===== src/design/irq_enable_pkg.sv =====
package irq_enable_pkg;

  // Byte offsets on the Avalon-MM slave
  localparam logic [4:0] CONTROL_OFS = 5'h00;
  localparam logic [4:0] ENABLE0_OFS = 5'h04;
  localparam logic [4:0] ENABLE1_OFS = 5'h08;
  localparam logic [4:0] FLAG0_OFS   = 5'h0c;
  localparam logic [4:0] STATUS_OFS  = 5'h10;
  localparam logic [4:0] MASK_OFS    = 5'h14;

  // interrupt_control_reg fields
  localparam int GLOBAL_BIT        = 7;
  localparam int PERIPH_MASTER_BIT = 6;
  localparam int EDGE_SEL_BIT      = 0;
  localparam logic [7:0] CONTROL_IMPL = 8'hc1;
  localparam logic [7:0] CONTROL_RST  = 8'h00;

  // interrupt_enable_0 fields
  localparam int TIMER0_EN_BIT     = 5;
  localparam int PIN_CHANGE_EN_BIT = 4;
  localparam int EXT_EN_BIT        = 0;
  localparam logic [7:0] ENABLE0_IMPL = 8'h31;
  localparam logic [7:0] ENABLE0_RST  = 8'h00;

  // interrupt_enable_1 fields
  localparam int TIMER1_GATE_EN_BIT = 7;
  localparam int CONV_DONE_EN_BIT   = 6;
  localparam int RECEIVE_EN_BIT     = 5;
  localparam int TRANSMIT_EN_BIT    = 4;
  localparam int SYNC_PORT_EN_BIT   = 3;
  localparam int COLLISION_EN_BIT   = 2;
  localparam int TIMER2_EN_BIT      = 1;
  localparam int TIMER1_EN_BIT      = 0;
  localparam logic [7:0] ENABLE1_IMPL = 8'hff;
  localparam logic [7:0] ENABLE1_RST  = 8'h00;

  // Flag view register: bit 0 is the external pin flag, bits 4 and 5 mirror inputs, others read zero
  localparam int EXT_FLAG_BIT    = 0;
  localparam int PIN_CHANGE_FLAG = 4;
  localparam int TIMER0_FLAG     = 5;

  // Sticky event status, mask of the same layout
  localparam int STATUS_W       = 3;
  localparam int EV_EXT_EDGE    = 0;
  localparam int EV_CPU_REQ     = 1;
  localparam int EV_PERIPH_REQ  = 2;
  localparam logic [2:0] MASK_RST = 3'h0;

  typedef enum logic [1:0] {
    BUS_IDLE   = 2'b01,
    BUS_ANSWER = 2'b10
  } busState_type;

endpackage


===== src/design/event_status.sv =====
`timescale 1ns/1ps
module event_status (
  // Clock and reset
  input  wire logic                                core_clk,
  input  wire logic                                nrst,
  // Events and clears
  input  wire logic [irq_enable_pkg::STATUS_W-1:0] setEvents,
  input  wire logic [irq_enable_pkg::STATUS_W-1:0] clearBits,
  // Mask write
  input  wire logic                                maskWe,
  input  wire logic [irq_enable_pkg::STATUS_W-1:0] maskData,
  // State
  output logic      [irq_enable_pkg::STATUS_W-1:0] status,
  output logic      [irq_enable_pkg::STATUS_W-1:0] mask,
  output logic                                     irq
);
  logic [irq_enable_pkg::STATUS_W-1:0] mask_ff;

  genvar i;
  generate
    for (i = 0; i < irq_enable_pkg::STATUS_W; i = i + 1) begin : g_bit
      logic bit_ff;
      // A new event at the clearing edge survives
      always_ff @(posedge core_clk or negedge nrst) begin
        if (!nrst) begin
          bit_ff <= 1'b0;
        end else begin
          bit_ff <= setEvents[i] | (bit_ff & ~clearBits[i]);
        end
      end
      assign status[i] = bit_ff;
    end
  endgenerate

  always_ff @(posedge core_clk or negedge nrst) begin
    if (!nrst) begin
      mask_ff <= irq_enable_pkg::MASK_RST;
    end else if (maskWe) begin
      mask_ff <= maskData;
    end
  end

  assign mask = mask_ff;
  assign irq  = |(status & mask_ff);
endmodule


===== src/design/peripheral_interrupt_enables.sv =====
// The Avalon-MM register port and the placing of the registers are this design's own decisions.
`timescale 1ns/1ps
module peripheral_interrupt_enables (
  // Clock and reset
  input  wire logic        core_clk,
  input  wire logic        nrst,
  // Avalon-MM slave
  input  wire logic [4:0]  address,
  input  wire logic        read,
  input  wire logic        write,
  input  wire logic [3:0]  byteenable,
  input  wire logic [31:0] writedata,
  output logic      [31:0] readdata,
  output logic             waitrequest,
  // Interrupt sources
  input  wire logic        extPin,
  input  wire logic        timer0OverflowFlag,
  input  wire logic        pinChangeFlag,
  input  wire logic [7:0]  periphFlags,
  // Requests to the core
  output logic             cpuInterruptRequest,
  output logic             peripheralRequest,
  output logic             externalRequest,
  output logic             irq
);
  irq_enable_pkg::busState_type busState_ff;
  irq_enable_pkg::busState_type nxt_busState;

  logic [7:0]  control_ff;
  logic [7:0]  enable0_ff;
  logic [7:0]  enable1_ff;
  logic        extFlag_ff;
  logic [31:0] readdata_ff;
  logic        cpuReq_ff;
  logic        periphReq_ff;
  logic        extReq_ff;
  logic        edgePulse;
  logic        pinLevel;
  logic [irq_enable_pkg::STATUS_W-1:0] status;
  logic [irq_enable_pkg::STATUS_W-1:0] mask;

  // Bus decode
  wire request   = read | write;
  wire inAnswer  = (busState_ff == irq_enable_pkg::BUS_ANSWER);
  wire wrAccept  = inAnswer && write && byteenable[0];
  wire rdAccept  = inAnswer && read;
  wire hitCtl    = (address == irq_enable_pkg::CONTROL_OFS);
  wire hitEn0    = (address == irq_enable_pkg::ENABLE0_OFS);
  wire hitEn1    = (address == irq_enable_pkg::ENABLE1_OFS);
  wire hitFlag0  = (address == irq_enable_pkg::FLAG0_OFS);
  wire hitStatus = (address == irq_enable_pkg::STATUS_OFS);
  wire hitMask   = (address == irq_enable_pkg::MASK_OFS);
  wire wrCtl     = wrAccept && hitCtl;
  wire wrEn0     = wrAccept && hitEn0;
  wire wrEn1     = wrAccept && hitEn1;
  wire wrFlag0   = wrAccept && hitFlag0;
  wire wrMask    = wrAccept && hitMask;
  wire [7:0] wByte = writedata[7:0];

  // Field views
  wire globalEn    = control_ff[irq_enable_pkg::GLOBAL_BIT];
  wire periphMstEn = control_ff[irq_enable_pkg::PERIPH_MASTER_BIT];
  wire edgeSel     = control_ff[irq_enable_pkg::EDGE_SEL_BIT];
  wire timer0En    = enable0_ff[irq_enable_pkg::TIMER0_EN_BIT];
  wire pinChangeEn = enable0_ff[irq_enable_pkg::PIN_CHANGE_EN_BIT];
  wire extEn       = enable0_ff[irq_enable_pkg::EXT_EN_BIT];

  // Request terms
  wire [7:0] periphHits  = periphFlags & enable1_ff;
  wire extTerm     = extFlag_ff && extEn;
  wire pinChgTerm  = pinChangeFlag && pinChangeEn;
  wire timer0Term  = timer0OverflowFlag && timer0En;
  wire periphTerm  = globalEn && periphMstEn && (|periphHits);
  wire extNext     = globalEn && extTerm;
  wire cpuNext     = (globalEn && (extTerm || pinChgTerm || timer0Term)) || periphTerm;

  // Read selection; unimplemented bits come back as zero
  wire [7:0] flag0View = {2'b00, timer0OverflowFlag, pinChangeFlag, 3'b000, extFlag_ff};
  wire [7:0] statusView = {{(8 - irq_enable_pkg::STATUS_W){1'b0}}, status};
  wire [7:0] maskView   = {{(8 - irq_enable_pkg::STATUS_W){1'b0}}, mask};
  wire [7:0] readByte =
    hitCtl    ? (control_ff & irq_enable_pkg::CONTROL_IMPL) :
    hitEn0    ? (enable0_ff & irq_enable_pkg::ENABLE0_IMPL) :
    hitEn1    ? enable1_ff :
    hitFlag0  ? flag0View :
    hitStatus ? statusView :
    hitMask   ? maskView : 8'h00;

  // Only bits actually returned to software are cleared, so later events stay
  wire [irq_enable_pkg::STATUS_W-1:0] statusClear =
    (rdAccept && hitStatus) ? readdata_ff[irq_enable_pkg::STATUS_W-1:0]
                            : {irq_enable_pkg::STATUS_W{1'b0}};
  wire [irq_enable_pkg::STATUS_W-1:0] events = {
    periphTerm && !periphReq_ff,
    cpuNext && !cpuReq_ff,
    edgePulse
  };
  wire extClear = wrFlag0 && wByte[irq_enable_pkg::EXT_FLAG_BIT];

  always_comb begin
    nxt_busState = busState_ff;
    unique case (busState_ff)
      irq_enable_pkg::BUS_IDLE: begin
        if (request) begin
          nxt_busState = irq_enable_pkg::BUS_ANSWER;
        end
      end
      irq_enable_pkg::BUS_ANSWER: begin
        nxt_busState = irq_enable_pkg::BUS_IDLE;
      end
      default: begin
        nxt_busState = irq_enable_pkg::BUS_IDLE;
      end
    endcase
  end

  always_ff @(posedge core_clk or negedge nrst) begin
    if (!nrst) begin
      busState_ff <= irq_enable_pkg::BUS_IDLE;
      readdata_ff <= 32'h00000000;
    end else begin
      busState_ff <= nxt_busState;
      if (!inAnswer && request) begin
        readdata_ff <= {24'h000000, readByte};
      end
    end
  end

  always_ff @(posedge core_clk or negedge nrst) begin
    if (!nrst) begin
      control_ff <= irq_enable_pkg::CONTROL_RST;
      enable0_ff <= irq_enable_pkg::ENABLE0_RST;
      enable1_ff <= irq_enable_pkg::ENABLE1_RST;
    end else begin
      if (wrCtl) begin
        control_ff <= wByte & irq_enable_pkg::CONTROL_IMPL;
      end
      if (wrEn0) begin
        enable0_ff <= wByte & irq_enable_pkg::ENABLE0_IMPL;
      end
      if (wrEn1) begin
        enable1_ff <= wByte & irq_enable_pkg::ENABLE1_IMPL;
      end
    end
  end

  // External flag: write one to clear, a fresh edge wins over the clear
  always_ff @(posedge core_clk or negedge nrst) begin
    if (!nrst) begin
      extFlag_ff <= 1'b0;
    end else begin
      extFlag_ff <= edgePulse | (extFlag_ff & ~extClear);
    end
  end

  // Registered requests cost one cycle but keep the core's inputs glitch free
  always_ff @(posedge core_clk or negedge nrst) begin
    if (!nrst) begin
      cpuReq_ff    <= 1'b0;
      periphReq_ff <= 1'b0;
      extReq_ff    <= 1'b0;
    end else begin
      cpuReq_ff    <= cpuNext;
      periphReq_ff <= periphTerm;
      extReq_ff    <= extNext;
    end
  end

  pin_edge_sync u_pin_sync (
    .core_clk  (core_clk),
    .nrst      (nrst),
    .pinAsync  (extPin),
    .risingSel (edgeSel),
    .edgePulse (edgePulse),
    .pinLevel  (pinLevel)
  );

  event_status u_status (
    .core_clk  (core_clk),
    .nrst      (nrst),
    .setEvents (events),
    .clearBits (statusClear),
    .maskWe    (wrMask),
    .maskData  (wByte[irq_enable_pkg::STATUS_W-1:0]),
    .status    (status),
    .mask      (mask),
    .irq       (irq)
  );

  assign waitrequest         = !inAnswer;
  assign readdata            = readdata_ff;
  assign cpuInterruptRequest = cpuReq_ff;
  assign peripheralRequest   = periphReq_ff;
  assign externalRequest     = extReq_ff;
endmodule


===== src/design/pin_edge_sync.sv =====
`timescale 1ns/1ps
module pin_edge_sync (
  // Clock and reset
  input  wire logic core_clk,
  input  wire logic nrst,
  // Pin and edge choice
  input  wire logic pinAsync,
  input  wire logic risingSel,
  // Results
  output logic      edgePulse,
  output logic      pinLevel
);
  logic s1_ff;
  logic s2_ff;
  logic s3_ff;
  logic level_ff;
  logic primed_ff;
  wire  agree   = (s2_ff == s3_ff);
  wire  changed = agree && (s3_ff != level_ff);

  always_ff @(posedge core_clk or negedge nrst) begin
    if (!nrst) begin
      s1_ff     <= 1'b0;
      s2_ff     <= 1'b0;
      s3_ff     <= 1'b0;
      level_ff  <= 1'b0;
      primed_ff <= 1'b0;
    end else begin
      s1_ff     <= pinAsync;
      s2_ff     <= s1_ff;
      s3_ff     <= s2_ff;
      primed_ff <= primed_ff | agree;
      if (agree) begin
        level_ff <= s3_ff;
      end
    end
  end

  // The first agreement seeds the level from the reset zeros, so an idle-high pin can still give a rising edge after reset
  assign edgePulse = primed_ff && changed && (s3_ff == risingSel);
  assign pinLevel  = level_ff;
endmodule


===== config.mk =====
export PLATFORM = sky130hd
export DESIGN_NAME = peripheral_interrupt_enables
export DESIGN_NICKNAME = d
export VERILOG_FILES = /design/src/design/irq_enable_pkg.sv /design/src/design/event_status.sv /design/src/design/peripheral_interrupt_enables.sv /design/src/design/pin_edge_sync.sv
export SDC_FILE = /design/constraint.sdc
export NUM_CORES = 1
export LEC_CHECK = 0
export ABC_AREA = 1
export BUFFER_PORTS_ARGS = -buffer_cell sky130_fd_sc_hd__buf_4
export CELL_PAD_IN_SITES_DETAIL_PLACEMENT = 0
export CELL_PAD_IN_SITES_GLOBAL_PLACEMENT = 2
export CORE_ASPECT_RATIO = 0.5
export CORE_UTILIZATION = 25
export DETAILED_ROUTE_END_ITERATION = 8
export MAX_ROUTING_LAYER = met4
export PLACE_DENSITY = 0.86
export SYNTH_ARGS = -nofsm -noshare
export SYNTH_HDL_FRONTEND = slang
export SYNTH_SLANG_ARGS = --single-unit

===== constraint.sdc =====
create_clock -name core_clk -period 2 [get_ports core_clk]
set_clock_uncertainty 0.15 [all_clocks]
set_input_delay 0.5 -clock core_clk [delete_from_list [all_inputs] [get_ports core_clk]]
set_output_delay 0.5 -clock core_clk [all_outputs]
set_load 0.01 [all_outputs]

# [After elaboration in Yosys (flattened, before gate mapping)]
# Cells that the tools add are included.
[totals] in_bits=56 register_bits=39 output_inout_bits=37
[op_classes] mux=9 n_eq_ne=11 bitwise_logic=16 n_reduce_logical=32
[op_table] op="8-bit 2-to-1 mux" count=3
[op_table] op="1-bit logical AND" count=23
[op_table] op="5-bit by 4-bit equality test with 1-bit output (second input constant)" count=2
[op_table] op="5-bit equality test (second input constant)" count=2
[op_table] op="3-bit 2-to-1 mux" count=3
[op_table] op="8-bit bitwise AND" count=1
[op_table] op="8-bit OR reduction" count=1
[op_table] op="6-bit 2-to-1 mux" count=1
[op_table] op="1-bit OR" count=6
[op_table] op="5-bit by 3-bit equality test with 1-bit output (second input constant)" count=1
[op_table] op="5-bit zero test" count=1
[op_table] op="1-bit bitwise AND" count=4
[op_table] op="2-bit 2-to-1 mux" count=2
[op_table] op="1-bit NOT" count=4
[op_table] op="3-bit bitwise AND" count=1
[op_table] op="1-bit zero test" count=3
[op_table] op="1-bit logical OR" count=3
[op_table] op="3-bit OR reduction" count=1
[op_table] op="1-bit equality test" count=2
[op_table] op="2-bit by 1-bit equality test with 1-bit output (second input constant)" count=1
[op_table] op="2-bit equality test (second input constant)" count=1
[op_table] op="2-bit inequality test (second input constant)" count=1
[op_table] op="1-bit inequality test" count=1

# [Longest topological paths before layout]
[logic_depth] depth_word=8 mapped_depth=9 depth_no_buf=9

# [Modules after synthesis]
# A second synthesis with hierarchy kept.
[hier_totals] cells_unflattened=260 area_unflattened_um2=2110.8
[by_module_without_submodules] mod="peripheral_interrupt_enables" cells_each=213 area_per_inst_um2=1667.8 n_inst=1
[by_module_without_submodules] mod="event_status" cells_each=28 area_per_inst_um2=260.2 n_inst=1
[by_module_without_submodules] mod="pin_edge_sync" cells_each=19 area_per_inst_um2=182.7 n_inst=1

# [Worst setup path after synthesis]
# No wires, ideal clock.
[synth_path] kind="input-to-reg" start="input address[4]" end="register enable1_ff[6]" setup_ns=0.117 arrival_time_ns=1.324 cell_stages=8 path_slack_ns=0.409 path_cell_list="buf_6 > nor2_1 > nand2_1 > nor2_4 > nand2_4 > buf_6 > nand2_1 > o21ai_2"
[synth_via] elab_chain_len=2
[synth_lines] item="from (decl)" line="peripheral_interrupt_enables.sv:8" text="input wire logic [4:0] address,"
[synth_lines] item="5-bit by 4-bit equality test with 1-bit output" line="peripheral_interrupt_enables.sv:49" text="wire hitEn1 = (address == irq_enable_pkg::ENABLE1_OFS);"
[synth_lines] item="1-bit logical AND" line="peripheral_interrupt_enables.sv:55" text="wire wrEn1 = wrAccept && hitEn1;"
[synth_lines] item="to (signal assigned)" line="peripheral_interrupt_enables.sv:133" text="enable1_ff <= irq_enable_pkg::ENABLE1_RST;"
[synth_lines] item="to (signal assigned)" line="peripheral_interrupt_enables.sv:142" text="enable1_ff <= wByte & irq_enable_pkg::ENABLE1_IMPL;"
[synth_lines] item="to (decl)" line="peripheral_interrupt_enables.sv:31" text="logic [7:0] enable1_ff;"
# Every way passes these cells.
# A chain may end at the register's enable or synchronous reset.

# [Worst setup path after layout]
[layout_path] start="register busState_ff[0]" end="register readdata_ff[6], in the netlist readdata[6]"
[layout_via] elab_chain_len=3
[layout_lines] item="from (decl)" line="peripheral_interrupt_enables.sv:26" text="irq_enable_pkg::busState_type busState_ff;"
[layout_lines] item="from (signal assigned)" line="peripheral_interrupt_enables.sv:119" text="busState_ff <= irq_enable_pkg::BUS_IDLE;"
[layout_lines] item="from (signal assigned)" line="peripheral_interrupt_enables.sv:122" text="busState_ff <= nxt_busState;"
[layout_lines] item="2-bit equality test" line="peripheral_interrupt_enables.sv:44" text="wire inAnswer = (busState_ff == irq_enable_pkg::BUS_ANSWER);"
[layout_lines] item="1-bit zero test" line="peripheral_interrupt_enables.sv:123" text="if (!inAnswer && request) begin"
[layout_lines] item="1-bit logical AND" line="peripheral_interrupt_enables.sv:123"
[layout_lines] item="to (signal assigned)" line="peripheral_interrupt_enables.sv:124" text="readdata_ff <= {24'h000000, readByte};"
[layout_lines] item="to (decl)" line="peripheral_interrupt_enables.sv:33" text="logic [31:0] readdata_ff;"
# Every way passes these cells.

==> flow_summary.toml <==
[worst_setup_path]
cp-end-kind = "flip-flop"
startpoint = "busState_ff[0]"
rrSetupSlack_ns = 0.25
crit_required_ns = 2.00
path_max_fanout = 9
rr_endpoint = "readdata[6]"
crit_type = "flip-flop to flip-flop"
worstPathArrival_ns = 1.76
timing.rr.start = "busState_ff[0]"
cp-start-kind = "flip-flop"
rr_worst_depth = 7

[detailed_routing]
drt_iter0_drc = 51
drc = 0
drtAntennaViolNets = 0
wl_per_cell_microns = 10.9
routed_via_density = 4.07
vias = 1651
finalWirelength_microns = 4450
dr.pass1.iters = 4

[timing]
relSlewSlack = 0.657
setup_violations = 0
whs_ns = 0.0416
timing.fmax_ghz = 0.570
finalSetupTns_ns = 0
finalMaxSlewViolations = 0
worst_pin_slew_ns = 0.514
setup_ws_ns = 0.247
post-route-period-util = 0.877
hold_viol = 0
rsz0062_at_grt = "false"
min_period_ns = 1.75

[synth]
seq_area_frac_synth = 0.482
synthFlopType = "dfrtp_1"
synth_top_area_cell = "dfrtp_1"
synth_cell_types = 24
synth_area_per_cell_sq_um = 8.07
synth_seq_cells = 39
netlist_area_sq_mm = 0.00203
synthArstFlopShare = 1.00
synth_edf_count = 0
synth.area.top_cells = "dfrtp_1 (47%), nand2_1 (15%), buf_4 (8.9%)"
netlist_instances = 251
ys.warnings.count = 0
synthDominantCellAreaShare = 0.469

[grt]
antenna_found_initial = 0
grt_max_degree = 40
grt_pass1_wl_microns = 7370
grt.overflow.total = 0
grt_usage = 0.117
grt_pass1_vias = 1614

[clock_network]
path_clk_slew_ns = 0.06
cts_buffer_depth = 2
cts_max_level = 2
cts-hold-fix-buffers = 0
clock-sinks = 39
numCtsBuffers = 5
cts_setup_buffers = 0
cts_resized = 0
cts_tree = "built"
clk_latency_ns = 0.27
cts_root_buffer = "clkbuf_16"

[floorplan]
row_count = 22
coreArea_sq_mm = 0.00757
pin_count = 93
start_util = 0.268
die_w_microns = 129
dieArea_sq_mm = 0.00849
fp.dieH_microns = 65.7

[outcome]
outcome = "complete, no violations"

[power_and_ir_drop]
finalPower_w = 0.00195
irDropWorstVdd_mv = 0.409
leakagePower_nw = 1.33
powerDensity_mw_per_mm2 = 781

[placement]
port_buffers = 41
placed_area_sq_mm = 0.00236
pre_cts_ws_ns = 0.139
dp_hpwl_microns = 3470
gp_congestion = 0.803

[finish]
final_common_cell = "nand2_1"
drive_above_1_share = 0.228
postLayoutCellArea_sq_mm = 0.00250
layout_common_cells = "nand2_1 (82), buf_4 (42), dfrtp_1 (38), inv_1 (24), conb_1 (24)"
final_nets = 353
area_growth_pct = 23.3
num_antenna_cells = 0

[job]
maxCapViolations = 0

[min_path]
hp-class = "input port to async pin"
[logic make-up (layout without fill, tap and decap cells)]
logic type             after synthesis  after routing  synth area share
AO/OA/AOI/OAI                       28             28            0.0840
buffers and inverters               56             80             0.156
flip-flops                          39             39             0.482
other                                1             24           0.00185
AND/OR/NAND/NOR                    127            127             0.276
[routing by layer]
metal / routed length, microns / track usage / part of all wire
met1: 2140 / 0.142 / 0.48
met2: 2040 / 0.197 / 0.46
met3: 224 / 0.0293 / 0.050
met4: 38 / 0.0279 / 0.0085
met5: 0 / - / 0
[how the worst max path moves through the flow]
stage                                to  slack, ns  cells past startpoint
6_report                    readdata[6]       0.25                      7
5_1_grt                     readdata[0]       0.09                      8
4_1_cts                     readdata[6]       0.22                      7
3_5_place_dp              enable1_ff[5]       0.14                      9
3_3_place_gp   u_status.g_bit[0].bit_ff       0.14                      7
2_1_floorplan             enable1_ff[6]       0.41                      8
[synthesized netlist by cell type (2+ instances only)]
| cell type | n |
|---|---|
| nand2_1 | 82 |
| dfrtp_1 | 38 |
| buf_4 | 24 |
| inv_1 | 24 |
| nor2_1 | 17 |
| nand3_1 | 15 |
| o21ai_0 | 10 |
| o21ai_2 | 7 |
| a21oi_1 | 6 |
| inv_2 | 5 |
| nand4_1 | 4 |
| o21ai_1 | 4 |
| buf_6 | 2 |
| nor2_4 | 2 |
| nor3_1 | 2 |
[where the power goes]
part / switching [W] / leakage (nW) / total, W / internal [W]
Clock: 0.000287 / 0.0679 / 0.000748 / 0.000460
Sequential: 0.0000476 / 0.511 / 0.000912 / 0.000864
Combinational: 0.000174 / 0.749 / 0.000292 / 0.000119
Total: 0.000508 / 1.33 / 0.00195 / 0.00144
[metrics by stage]
stage,utilization,cells
global route,0.330,406
CTS,0.330,406
finish,0.330,406
global placement,0.312,398
detailed placement,0.312,398
floorplan,-,274
[state kept, by name (all words and copies together) (netlist names)]
signal,count
u_status.mask,3
u_status.g_bit.bit_ff,3
enable1_ff,8
u_pin_sync.primed_ff,1
u_pin_sync.s3_ff,1
extFlag_ff,1
externalRequest,1
u_pin_sync.s1_ff,1
peripheralRequest,1
u_pin_sync.pinLevel,1
u_pin_sync.s2_ff,1
control_ff,3
readdata,8
cpuInterruptRequest,1
busState_ff,2
enable0_ff,3
[final cells by class]
class / instances / area (sq um)
inverter: 30 / 113
clock buffer: 7 / 133
fill: 800 / 5070
timing repair buffer: 42 / 315
multi-input combinational: 179 / 820
sequential: 39 / 977
tap: 108 / 135
clock inverter: 1 / 5.00
[critical path: stages, from the launching register on]
cell	delay (ns)
dfstp_2	0.52
inv_1	0.04
nand2_1	0.08
inv_2	0.06
nor2_4	0.20
clkinv_1	0.30
a21oi_1	0.20
a21oi_1	0.08
No activity file was read; power rests on OpenSTA's default activity.
